**src/rtl/timer_pkg.sv**
```systemverilog
/*
  Constants, register map and state layout of the free-running timer
  counter. Assumes a 32-bit Avalon-MM slave port with byte addresses.
*/
package timer_pkg;

  // ************************************************************
  // Register map (byte addresses, one aligned word each)
  // ************************************************************
  localparam logic [5:0] OFS_COUNT_HIGH  = 6'h00;
  localparam logic [5:0] OFS_COUNT_LOW   = 6'h04;
  localparam logic [5:0] OFS_SHADOW_HIGH = 6'h08;
  localparam logic [5:0] OFS_SHADOW_LOW  = 6'h0C;
  localparam logic [5:0] OFS_STATUS      = 6'h10;
  localparam logic [5:0] OFS_CONTROL_ONE = 6'h14;
  localparam logic [5:0] OFS_CONTROL_TWO = 6'h18;
  localparam logic [5:0] OFS_CMP2_HIGH   = 6'h1C;
  localparam logic [5:0] OFS_CMP2_LOW    = 6'h20;

  // ************************************************************
  // Field positions
  // ************************************************************
  localparam int BIT_WRAP_FLAG     = 5;  // timer_status_reg
  localparam int BIT_CAPTURE_TWO   = 4;  // timer_status_reg
  localparam int BIT_COMPARE_TWO   = 3;  // timer_status_reg
  localparam int BIT_WRAP_IRQ_EN   = 5;  // timer_control_one
  localparam int BIT_SRC_LSB       = 2;  // timer_control_two [3:2]
  localparam int BIT_EXT_EDGE      = 0;  // timer_control_two

  // ************************************************************
  // Values
  // ************************************************************
  localparam logic [15:0] COUNT_RESET = 16'hFFFC;
  localparam logic [15:0] COUNT_MAX   = 16'hFFFF;
  localparam logic [1:0]  SRC_DIV2    = 2'h0;
  localparam logic [1:0]  SRC_DIV4    = 2'h1;
  localparam logic [1:0]  SRC_DIV8    = 2'h2;
  localparam logic [1:0]  SRC_EXT     = 2'h3;

  typedef struct packed {
    logic [2:0]  presc;
    logic [15:0] count;
    logic        wrap_flag;
    logic        clr_armed;
    logic [7:0]  lo_buf;
    logic        lo_locked;
    logic        ext_q;
    logic        ext_prev;
    logic        wrap_irq_enable;
    logic [1:0]  tick_source_select;
    logic        ext_tick_edge_select;
    logic [7:0]  cmp2_hi;
    logic [7:0]  cmp2_lo;
    logic        waitreq;
    logic [31:0] rdata;
    logic        irq;
  } timer_state_t;

endpackage : timer_pkg

```
**src/rtl/timer_free_running_counter.sv**
```systemverilog
/*
  Free-running 16-bit up-counter of a general purpose timer with
  prescaler, external tick input, buffered byte reads and wrap flag.
  Assumes an Avalon-MM master on the CPU clock and a synchronous
  external tick pin; capture and compare logic attach via count_o.
*/
`timescale 1ns/10ps

module timer_free_running_counter #(
  parameter bit FIRST_INSTANCE = 1'b1,
  parameter bit EXT_PIN_BONDED = 1'b1
) (
  input  wire logic        clock_i,
  input  wire logic        nrst_i,
  input  wire logic [5:0]  address_i,
  input  wire logic        read_i,
  input  wire logic        write_i,
  input  wire logic [3:0]  byteenable_i,
  input  wire logic [31:0] writedata_i,
  output logic      [31:0] readdata_o,
  output logic             waitrequest_o,
  input  wire logic        ext_tick_pin_i,
  input  wire logic        cpu_irq_mask_i,
  input  wire logic        halt_i,
  output logic             timer_irq_o,
  output logic      [15:0] count_o
);
  import timer_pkg::*;

  timer_state_t st;
  timer_state_t next_st;

  // ************************************************************
  // Bus decode
  // ************************************************************
  logic       accept;
  logic       wr;
  logic       rd;
  logic       lane0;
  logic [7:0] wbyte;

  assign accept = (read_i || write_i) && st.waitreq;
  assign wr     = accept && write_i;
  assign rd     = accept && read_i;
  assign lane0  = byteenable_i[0];
  assign wbyte  = writedata_i[7:0];

  logic acc_main_low;
  logic acc_shadow_low;
  logic rd_high;
  logic rd_status;

  assign acc_main_low   = accept && (address_i == OFS_COUNT_LOW);
  assign acc_shadow_low = accept && (address_i == OFS_SHADOW_LOW);
  assign rd_high        = rd && (address_i == OFS_COUNT_HIGH ||
                                 address_i == OFS_SHADOW_HIGH);
  assign rd_status      = rd && (address_i == OFS_STATUS);

  logic wr_low;
  assign wr_low = wr && lane0 && (address_i == OFS_COUNT_LOW ||
                                  address_i == OFS_SHADOW_LOW);
  logic rd_low;
  assign rd_low = rd && (address_i == OFS_COUNT_LOW ||
                         address_i == OFS_SHADOW_LOW);

  // ************************************************************
  // Tick generation
  // ************************************************************
  logic       ext_pin;
  logic [2:0] div_mask;
  logic       int_tick;
  logic       ext_tick;
  logic       tick;
  logic       wrap;

  // Unbonded pin idles high, so it can never produce an edge
  assign ext_pin = EXT_PIN_BONDED ? ext_tick_pin_i : 1'b1;

  always_comb begin
    unique case (st.tick_source_select)
      SRC_DIV2: div_mask = 3'h1;
      SRC_DIV4: div_mask = 3'h3;
      SRC_DIV8: div_mask = 3'h7;
      SRC_EXT:  div_mask = 3'h7;
    endcase
  end

  assign int_tick = (st.tick_source_select != SRC_EXT) &&
                    ((st.presc & div_mask) == div_mask);

  // Edge found on registered pin samples; the pin is assumed slow
  assign ext_tick = (st.tick_source_select == SRC_EXT) &&
                    (st.ext_tick_edge_select ?
                     (st.ext_q && !st.ext_prev) :
                     (!st.ext_q && st.ext_prev));

  // Wait mode has no input here: the counter simply keeps going
  assign tick = !halt_i && (int_tick || ext_tick);
  assign wrap = tick && (st.count == COUNT_MAX);

  // ************************************************************
  // Read data mux
  // ************************************************************
  logic [7:0] rbyte;

  always_comb begin
    rbyte = 8'h00;
    unique case (address_i)
      OFS_COUNT_HIGH, OFS_SHADOW_HIGH:
        rbyte = st.count[15:8];
      OFS_COUNT_LOW, OFS_SHADOW_LOW:
        rbyte = st.lo_locked ? st.lo_buf : st.count[7:0];
      OFS_STATUS: begin
        rbyte[BIT_WRAP_FLAG] = st.wrap_flag;
        // Capture two and compare two flags always read zero
        rbyte[BIT_CAPTURE_TWO] = 1'b0;
        rbyte[BIT_COMPARE_TWO] = 1'b0;
      end
      OFS_CONTROL_ONE:
        rbyte[BIT_WRAP_IRQ_EN] = st.wrap_irq_enable;
      OFS_CONTROL_TWO: begin
        rbyte[BIT_SRC_LSB+1 -: 2] = st.tick_source_select;
        rbyte[BIT_EXT_EDGE]       = st.ext_tick_edge_select;
      end
      OFS_CMP2_HIGH:
        rbyte = FIRST_INSTANCE ? 8'h00 : st.cmp2_hi;
      OFS_CMP2_LOW:
        rbyte = FIRST_INSTANCE ? 8'h00 : st.cmp2_lo;
      default:
        rbyte = 8'h00;
    endcase
  end

  // ************************************************************
  // Next state
  // ************************************************************
  always_comb begin
    next_st          = st;
    next_st.ext_q    = ext_pin;
    next_st.ext_prev = st.ext_q;

    // Prescaler frozen in halt so resumption keeps its phase
    if (!halt_i) begin
      next_st.presc = 3'(st.presc + 3'h1);
    end

    if (wr_low) begin
      next_st.count = COUNT_RESET;
      next_st.presc = 3'h0;
    end else if (tick) begin
      next_st.count = 16'(st.count + 16'h0001);
    end

    // Bus handshake: one wait cycle, then a one-cycle answer
    next_st.waitreq = 1'b1;
    if (accept) begin
      next_st.waitreq = 1'b0;
      next_st.rdata   = {24'h000000, rbyte};
    end

    if (wr && lane0) begin
      unique case (address_i)
        OFS_CONTROL_ONE:
          next_st.wrap_irq_enable = wbyte[BIT_WRAP_IRQ_EN];
        OFS_CONTROL_TWO: begin
          next_st.tick_source_select   = wbyte[BIT_SRC_LSB+1 -: 2];
          next_st.ext_tick_edge_select = wbyte[BIT_EXT_EDGE];
        end
        OFS_CMP2_HIGH: next_st.cmp2_hi = wbyte;
        OFS_CMP2_LOW:  next_st.cmp2_lo = wbyte;
        default: ;
      endcase
    end

    // Byte buffer: high read captures, low read releases
    if (rd_high && !st.lo_locked) begin
      next_st.lo_buf    = st.count[7:0];
      next_st.lo_locked = 1'b1;
    end else if (rd_low) begin
      next_st.lo_locked = 1'b0;
    end

    // Two-step clear; the shadow low byte is deliberately ignored
    if (rd_status && st.wrap_flag) begin
      next_st.clr_armed = 1'b1;
    end
    if (acc_main_low && st.clr_armed) begin
      next_st.wrap_flag = 1'b0;
      next_st.clr_armed = 1'b0;
    end
    // A wrap in the clearing cycle wins over the clear
    if (wrap) begin
      next_st.wrap_flag = 1'b1;
    end

    next_st.irq = st.wrap_flag && st.wrap_irq_enable &&
                  !cpu_irq_mask_i;
  end

  // ************************************************************
  // State register
  // ************************************************************
  // Each instance owns all of its state, so twins reset in step
  always_ff @(posedge clock_i or negedge nrst_i) begin
    if (!nrst_i) begin
      st                      <= '0;
      st.count                <= COUNT_RESET;
      st.ext_q                <= 1'b1;
      st.ext_prev             <= 1'b1;
      st.waitreq              <= 1'b1;
    end else begin
      st <= next_st;
    end
  end

  assign readdata_o    = st.rdata;
  assign waitrequest_o = st.waitreq;
  assign timer_irq_o   = st.irq;
  assign count_o       = st.count;
endmodule : timer_free_running_counter

```
**config.mk**
```make
export PLATFORM = sky130hd
export DESIGN_NAME = timer_free_running_counter
export DESIGN_NICKNAME = d
export VERILOG_FILES = /design/src/rtl/timer_pkg.sv /design/src/rtl/timer_free_running_counter.sv
export SDC_FILE = /design/constraint.sdc
export NUM_CORES = 1
export LEC_CHECK = 0
export ABC_CLOCK_PERIOD_IN_PS = 3870
export BUFFER_PORTS_ARGS = -buffer_cell sky130_fd_sc_hd__buf_2
export CELL_PAD_IN_SITES_DETAIL_PLACEMENT = 0
export CELL_PAD_IN_SITES_GLOBAL_PLACEMENT = 1
export CORE_MARGIN = 5
export CORE_UTILIZATION = 41
export CTS_BUF_LIST = sky130_fd_sc_hd__clkbuf_8
export DETAILED_ROUTE_END_ITERATION = 8
export GPL_ROUTABILITY_DRIVEN = 0
export PLACE_DENSITY = 0.95
export SYNTH_ARGS = -nofsm -noshare
export SYNTH_HDL_FRONTEND = slang
export SYNTH_SLANG_ARGS = --single-unit
export TNS_END_PERCENT = 5
```
**constraint.sdc**
```tcl
create_clock -name clock_i -period 3.87 [get_ports clock_i]
set_input_delay 0.387 -clock clock_i [delete_from_list [all_inputs] [get_ports clock_i]]
set_output_delay 0.387 -clock clock_i [all_outputs]
set_load 0.02 [all_outputs]
```
## Yosys cells after proc, flatten, opt, wreduce, memory -nomap -nowiden

Cells that the tools add are included.

- $add $sub $neg: 2
- Equality and inequality tests: 13
- Multiplexer cells: 20
- Bitwise gates (word level): 1
- Reductions and logical operators: 40

Operators with widths:

| operator | count |
|---|---|
| 33-bit two-way mux | 1 |
| 16-bit two-way mux | 2 |
| 1-bit logical AND | 20 |
| 6-bit by 5-bit == test with 1-bit output (second input constant) | 3 |
| 16-bit by 1-bit adder with 16-bit output (second input constant) | 1 |
| 16-bit == test (second input constant) | 1 |
| 6-bit by 4-bit == test with 1-bit output (second input constant) | 2 |
| 1-bit one-hot mux with 3 select lines | 3 |
| 3-bit one-hot mux with 3 select lines | 1 |
| 8-bit two-way mux | 1 |
| 2-bit nonzero test | 4 |
| 6-bit by 3-bit == test with 1-bit output (second input constant) | 1 |
| 6-bit logical NOT | 1 |
| 3-bit two-way mux | 2 |
| 2-bit OR reduction | 3 |
| 1-bit logical NOT | 5 |
| 1-bit two-way mux | 5 |
| 2-bit == test (second input constant) | 2 |
| 1-bit logical OR | 4 |
| 1-bit one-hot mux with 2 select lines | 2 |
| 1-bit one-hot mux with 4 select lines | 1 |
| 2-bit one-hot mux with 2 select lines | 1 |
| 2-bit AND reduction | 2 |
| 3-bit by 1-bit adder with 3-bit output (second input constant) | 1 |
| other kinds (7) | 7 |

- Register bits: 46
- Input port bits: 49

## Longest topological paths before layout

Gate-level depths: netlist of the first run.

- Depth in word-level cells: 10
- Mapped depth: 6
- Depth with buffers taken out: 5

## Worst setup path after synthesis of the first run

OpenSTA, ideal clock, no wires.

- Path kind: input-to-reg
- Start: in address_i[5]
- End: reg st[57] (netlist bit)
- Data arrival time: 2025 ps
- Slack: 1720 ps
- Stages: 6
- Buffers on the path: 2
- Cell sequence: or4_4 -> buf_6 -> or2_1 -> or3_1 -> buf_6 -> mux2_4

- Cells in the longest elaborated chain, start to end: 4
- Elaborated cells between the ends (all ways): 5
- Classes of those cells: 1 x eq/ne; 4 x reduce/logical

Ends and longest elaborated chain:

| item | line | text |
|---|---|---|
| from (decl) | timer_free_running_counter.sv:15 | `input wire logic [5:0] address_i,` |
| 6-bit by 4-bit == test with 1-bit output or 6-bit logical NOT (tied branches) | timer_free_running_counter.sv:56, timer_free_running_counter.sv:55 |  |
| 1-bit logical OR (*) | timer_free_running_counter.sv:55 | `assign rd_high = rd && (address_i == OFS_COUNT_HIGH \|\|` |
| 1-bit logical AND (*) | timer_free_running_counter.sv:55 |  |
| 1-bit logical AND (*) | timer_free_running_counter.sv:176 | `if (rd_high && !st.lo_locked) begin` |
| to (signal assigned) | timer_free_running_counter.sv:212 | `st <= next_st;` |
| to (decl) | timer_free_running_counter.sv:30 | `timer_state_t st;` |

Mark *: on every way between the ends. The rest lies on a longest branch, timed or not.
A chain may end at the register's enable or synchronous reset.

## Worst setup path in the final report of the first run

- Start: reg st[54] (netlist bit)
- End: reg st[66] (netlist bit)

- Cells in the longest elaborated chain, start to end: 8
- Elaborated cells between the ends (all ways): 10
- Classes of those cells: 2 x mux; 8 x reduce/logical

Ends and longest elaborated chain:

| item | line | text |
|---|---|---|
| 1-bit logical NOT | timer_free_running_counter.sv:94 | `(st.ext_q && !st.ext_prev) :` |
| 1-bit logical AND | timer_free_running_counter.sv:94 |  |
| 1-bit two-way mux (*) | timer_free_running_counter.sv:93 | `(st.ext_tick_edge_select ?` |
| 1-bit logical AND (*) | timer_free_running_counter.sv:92 | `assign ext_tick = (st.tick_source_select == SRC_EXT) &&` |
| 1-bit logical OR (*) | timer_free_running_counter.sv:98 | `assign tick = !halt_i && (int_tick \|\| ext_tick);` |
| 1-bit logical AND (*) | timer_free_running_counter.sv:98 |  |
| 1-bit logical AND (*) | timer_free_running_counter.sv:99 | `assign wrap = tick && (st.count == COUNT_MAX);` |
| 1-bit two-way mux or 2-bit nonzero test (tied branches) | - |  |

Marks and branches as above.

==> results of run 1 <==
==> flip-flops by register name, summed over array words and instances, names as in the netlist <==
signal / flops
next_st: 1
count_o: 16
st: 19
waitrequest_o: 1
readdata_o: 8
timer_irq_o: 1
==> worst reg2reg max path: stages, from the launching register on <==
cell and delay [ps]:
dfstp_2 530, or3b_2 450, a41oi_1 590, nand4_1 260, o32ai_1 320
==> synth_stat cells (5+ instances only) <==
| cell type | instances | area share |
|---|---|---|
| clkbuf_1 | 11 | 0.015 |
| nand4_1 | 7 | 0.016 |
| dfrtp_1 | 29 | 0.26 |
| buf_4 | 48 | 0.13 |
| nor2_1 | 20 | 0.027 |
| nor4_1 | 5 | 0.011 |
| mux2_4 | 8 | 0.043 |
| o31ai_1 | 5 | 0.013 |
| o21ai_0 | 18 | 0.032 |
| nand3_1 | 11 | 0.020 |
| and4_1 | 7 | 0.022 |
| mux2i_1 | 17 | 0.061 |
| nor3_1 | 5 | 0.0089 |
| nand2_1 | 22 | 0.029 |
| a21oi_1 | 6 | 0.011 |
| dfstp_2 | 17 | 0.16 |
==> worst max path at each step <==
stage	from	end	slack (ps)	cells past startpoint
2_1_floorplan	address_i[5]	st[57]	1720	6
3_3_place_gp	address_i[4]	st[60]	1480	5
3_5_place_dp	address_i[4]	st[57]	1450	5
4_1_cts	st[54]	st[66]	1670	4
5_1_grt	st[54]	st[66]	1420	4
6_report	st[54]	st[66]	1630	4
==> layout by cell type (no fill, tap or decap), types with 2 or more instances in the layout <==
cell	synthesis	layout
a211oi_1	4	4
a21oi_1	6	6
a31oi_1	4	4
and2_0	3	3
and2_1	4	4
and4_1	7	7
buf_2	0	43
clkbuf_8	0	5
conb_1	1	24
dfrtp_1	29	29
dfstp_2	17	17
ha_1	2	2
inv_1	3	6
mux2_2	4	4
mux2_4	8	8
mux2i_1	17	17
nand2_1	22	22
nand3_1	11	11
nand4_1	7	7
nor2_1	20	20
nor2b_1	2	2
nor3_1	5	5
nor4_1	5	5
o21ai_0	18	18
o31ai_1	5	5
or2_2	2	2
or3_1	3	3
or4_1	4	4
==> power breakdown <==
part           internal (mW)  leakage (nW)  switching (mW)
Combinational          0.203         0.688           0.300
Sequential             0.617         0.560           0.167
Clock                  0.121        0.0519           0.162
Total                  0.940          1.30           0.628
==> routing by layer <==
| metal | vias up | share of wire | global-route usage |
|---|---|---|---|
| met2 | 64 | 0.47 | 0.218 |
| li1 | 983 | - | - |
| met1 | 1035 | 0.44 | 0.192 |
| met3 | 11 | 0.075 | 0.0439 |
| met5 | - | 0 | 0 |
| met4 | 0 | 0.022 | 0.0586 |
==> final cells by class <==
| class | instances | area [sq um] |
|---|---|---|
| inverters | 3 | 11.3 |
| clock buffers | 5 | 68.8 |
| fillers | 661 | 3850 |
| clock inverters | 3 | 11.3 |
| well taps | 80 | 100 |
| flip-flops and latches | 46 | 1170 |
| repair buffers | 44 | 223 |
| multi-input cells | 202 | 1280 |
==> logic make-up (layout without fill, tap and decap cells) <==
family                   after synthesis  count (layout)  share of synthesized area
adder cells (fa/ha/maj)                2               2                    0.00892
buffers and inverters                 65              55                      0.157
flip-flops                            46              46                      0.418
other                                  1              24                    0.00134
AO/OA/AOI/OAI                         44              44                     0.0972
AND/OR/NAND/NOR                      101             101                      0.192
XOR/XNOR                               2               2                    0.00625
multiplexers                          29              29                      0.120
==> metrics.txt, run 1 <==
CP Cell Sequence or3b_2 > a41oi_1 > nand4_1 > o32ai_1; number of nets in the layout 353; die height 92.7 microns; fmax 446 MHz; initial drt markers 138; Routed Wire Length 5.98 mm; CTS Buf Count 5; vias in the first global route 1930; worst flop-to-flop path startpoint st[54]; Worst Hold Class in -> reg; final std cells w/o fill 383; Clock H-tree levels 2; Reg clk slew, reported paths 80 ps; CTS Buffer Depth 2; num ports 99; Starting Density 0.418; Rows 30; Required @ worst endpoint 4070 ps; max-slew violations 0; Area Overhead vs Synth 2.19%; highest-delay cell along the critical path a41oi_1; WHS 178 ps; synth warn 0; register area share after synthesis 0.418; Hold Path End next_st[54]; arrival time at the worst endpoint 2450 ps; CP Capture Type flop; detailed-route via count 2093; CP max stage delay 590 ps; setup ws final 1630 ps; input/output buffers 43; DP Area 2790 sq um; Pwr Density 547 nW/um^2; CTS Hold Bufs 0; Setup Buffers After CTS 0; antenna-violating nets left 0; Post-CTS Resized 0; Inst Count DP 375; diode count 0; CTS Sinks 46; register bit total from synthesis 46; final core occ 0.427; RSZ-0062 raised after global routing false; GRT Residual Overflow 0; clk_lat worst skew 300 ps; Root Buffer clkbuf_8; Leak 1.30 nW; r2r endpoint st[66]; worst slew pin tran 1240 ps; Period minus WS final 2240 ps; Setup CP Type reg -> reg; WL per Instance 15.6 microns; R2R setup slack 1630 ps; cell count after synthesis 290; final hold vios 0; startpoint types flop; fin crit share 0.580; cell family with most CP delay compound AO/OA/AOI/OAI gates; Pwr Total 1.57 mW; layout cells sized above 1 0.271; status finished, final reports clean; drt via density 5.46; max_cap viols 0; reg2reg path depth 4; fin area 2870 sq um; CP max FO 8; Hold Path Depth 1; ys flop type dfrtp_1; Die W 92.7 microns; Core Region 6720 sq um; dpl ws 1450 ps; hpwl dp 4.24 mm; largest net degree at the start of global routing 47; Mapped Area 2810 sq um; Global Route Usage Sum 0.144; Synth Area per Inst 9.67 sq um; Slew headroom 0.172; initial antenna violation count 0; Bufs and invs on worst path 0; VDD IR max 0.175 mV; first-pass GRT wire length 9.71 mm; Setup TNS 0 ps; DIE AREA 8600 sq um; Post-synth ARST share 1.00; DR pass1 iterations 4; Setup Skew 3.09 ps; final setup vio count 0; Post-route DRC 0; CTS tree done; Min-Delay Startpoint ext_tick_pin_i; number of synthesized flops with an enable pin 0; number of library cell types mapped by synthesis 45
(Power assumes the default switching activity.)
==> inputs of run 2 (changes only) <==
--- a/config.mk
+++ b/config.mk
@@ -5,16 +5,16 @@
 export SDC_FILE = /design/constraint.sdc
 export NUM_CORES = 1
 export LEC_CHECK = 0
-export ABC_CLOCK_PERIOD_IN_PS = 3870
+export ABC_CLOCK_PERIOD_IN_PS = 1900
 export BUFFER_PORTS_ARGS = -buffer_cell sky130_fd_sc_hd__buf_2
 export CELL_PAD_IN_SITES_DETAIL_PLACEMENT = 0
 export CELL_PAD_IN_SITES_GLOBAL_PLACEMENT = 1
 export CORE_MARGIN = 5
-export CORE_UTILIZATION = 41
+export CORE_UTILIZATION = 35
 export CTS_BUF_LIST = sky130_fd_sc_hd__clkbuf_8
 export DETAILED_ROUTE_END_ITERATION = 8
 export GPL_ROUTABILITY_DRIVEN = 0
-export PLACE_DENSITY = 0.95
+export PLACE_DENSITY = 0.89
 export SYNTH_ARGS = -nofsm -noshare
 export SYNTH_HDL_FRONTEND = slang
 export SYNTH_SLANG_ARGS = --single-unit
==> constraint.sdc (replaced) <==
create_clock -name clock_i -period 1.9 [get_ports clock_i]
set_input_delay 0.19 -clock clock_i [delete_from_list [all_inputs] [get_ports clock_i]]
set_output_delay 0.19 -clock clock_i [all_outputs]
set_load 0.02 [all_outputs]
==> metrics.txt, run 2 (synthesis gave the netlist of run 1 again) <==
status finished, final reports clean; commonest non-fill, non-tap cells in the layout 43 x buf_2, 29 x dfrtp_1, 24 x conb_1; vias in the first global route 2058 (+6.6%); WHS 36.2 ps (-142 ps); Flop pwr share 0.466 (-0.034); drt via density 4.99 (-8.8%); Global Route Usage Sum 0.130 (-0.0144); DP Area 2950 sq um (+5.9%); reg2reg path depth 5 (+1); arrival time at the worst endpoint 2100 ps (-350 ps); CP Capture Type flop; Pint 2.03 mW (+120%); CTS tree done; max FFs per register 19 (unchanged); diode count 0 (unchanged); Leak 1.42 nW (+9.2%); hpwl dp 4.57 mm (+7.6%); final hold vios 0 (unchanged); Period minus WS final 1870 ps (-373 ps); final setup vio count 0 (unchanged); WL per Instance 14.9 microns (-4.7%); Required @ worst endpoint 2130 ps (-1940 ps); most flop-heavy register st; max_cap viols 0 (unchanged); detailed-route via count 2109 (+0.76%); CP max FO 8 (unchanged); Worst Hold Class in -> reg; setup ws final 29.9 ps (-1600 ps); die height 99.5 microns (+7.3%); fmax 535 MHz (+20%); Post-route DRC 0 (unchanged); first-pass GRT wire length 10.3 mm (+6.2%); R2R setup slack 30 ps (-1600 ps); Min-Delay Startpoint cpu_irq_mask_i; Clock power frac 0.185 (+0.005); Pwr Density 1060 nW/um^2 (+93%); Reg clk slew, reported paths 90 ps (about the same); Clock H-tree levels 2 (unchanged); Setup Skew 8.87 ps (+5.78 ps); most common cell after layout, fill and taps aside buf_2; DIE AREA 9910 sq um (+15%); Setup CP Type reg -> reg; antenna-violating nets left 0 (unchanged); Setup TNS 0 ps (unchanged); worst flop-to-flop path startpoint st[54]; final core occ 0.407 (-0.0197); switching power 1.31 mW (+110%); startpoint types flop; fin crit share 0.984 (+0.405); Slew headroom 0.628 (+0.456); DR pass1 iterations 4 (unchanged); CTS Buffer Depth 2 (unchanged); switch share 0.393 (-0.00770); CP startpoint st[54]; r2r endpoint count_o[12]; initial drt markers 110 (-20%); RSZ-0062 raised after global routing true; Core Region 7770 sq um (+16%); VDD IR max 0.399 mV (+130%); fin area 3160 sq um (+10%); max-slew violations 0 (unchanged); input/output buffers 43 (unchanged); num ports 99 (unchanged); CTS Buf Count 5 (unchanged); Die W 99.5 microns (+7.3%); GRT Residual Overflow 0 (unchanged); number of nets in the layout 371 (+5.1%); Area Overhead vs Synth 12.7%; clk_lat worst skew 300 ps (about the same); layout cells sized above 1 0.333 (+0.0627); # fillers 780 (+18%); Root Buffer clkbuf_8; Starting Density 0.361 (-0.0564); dpl ws -109 ps (-1560 ps); largest net degree at the start of global routing 25 (-47%); Routed Wire Length 6.30 mm (+5.3%); initial antenna violation count 0 (unchanged); Rows 32 (+6.7%); worst slew pin tran 559 ps (-684 ps); CP endpoint count_o[12]; CTS Sinks 46 (unchanged); combinational power share 0.349 (+0.029)
run 2: critical path, cell delays in order (launching register included):
cell     delay (ps)
dfstp_2         530
or3b_4          380
a41o_4          260
buf_12          150
nor4_4          290
mux2i_1         210
run 2: power groups by stage:
stage / Combinational, mW / Clock (mW) / Sequential, mW
after global routing: 1.29 / 0.671 / 1.62
after floorplan: 1.02 / 0 / 1.45
after CTS: 1.15 / 0.628 / 1.55
after global placement: 1.10 / 0 / 1.56
final: 1.16 / 0.619 / 1.56
after detailed placement: 1.12 / 0 / 1.56
run 2: per-layer routing:
metal / vias up / global-route usage / share of wire
met3: 6 / 0.0358 / 0.068
met1: 1025 / 0.174 / 0.44
li1: 1022 / - / -
met2: 56 / 0.207 / 0.48
met5: - / 0 / 0
met4: 0 / 0.0336 / 0.0084
run 2: repair_timing:
action,4_1_cts,5_1_grt
hold endpoints to repair,13,0
resized for setup,6,6
gates cloned,1,0
endpoints found under the setup margin,8,5
buffers inserted,1,0
pin swaps,4,2
hold buffers,2,0
run 2: how the worst min path moves through the flow:
stage,slack (ps),depth (start not counted),end
after detailed placement,210,1,timer_irq_o
after global routing,40,2,timer_irq_o
final,40,2,timer_irq_o
after global placement,200,1,st[65]
after CTS,30,2,timer_irq_o
after floorplan,-110,0,count_o[0]
run 2: per-stage QoR:
step / power [mW] / std cells
after floorplan: 2.46 / 313
after global placement: 2.66 / 411
after detailed placement: 2.69 / 411
after CTS: 3.33 / 423
after global routing: 3.58 / 423
final: 3.34 / 423
run 2: area by class of cell:
type / count / area (sq um) / area share
Clock buffer: 6 / 82.6 / 0.0261
Clock inverter: 2 / 8.76 / 0.00277
Inverter: 3 / 11.3 / 0.00356
Multi-Input combinational cell: 202 / 1350 / 0.427
Sequential cell: 46 / 1170 / 0.371
Tap cell: 102 / 128 / 0.0404
Timing Repair Buffer: 62 / 408 / 0.129
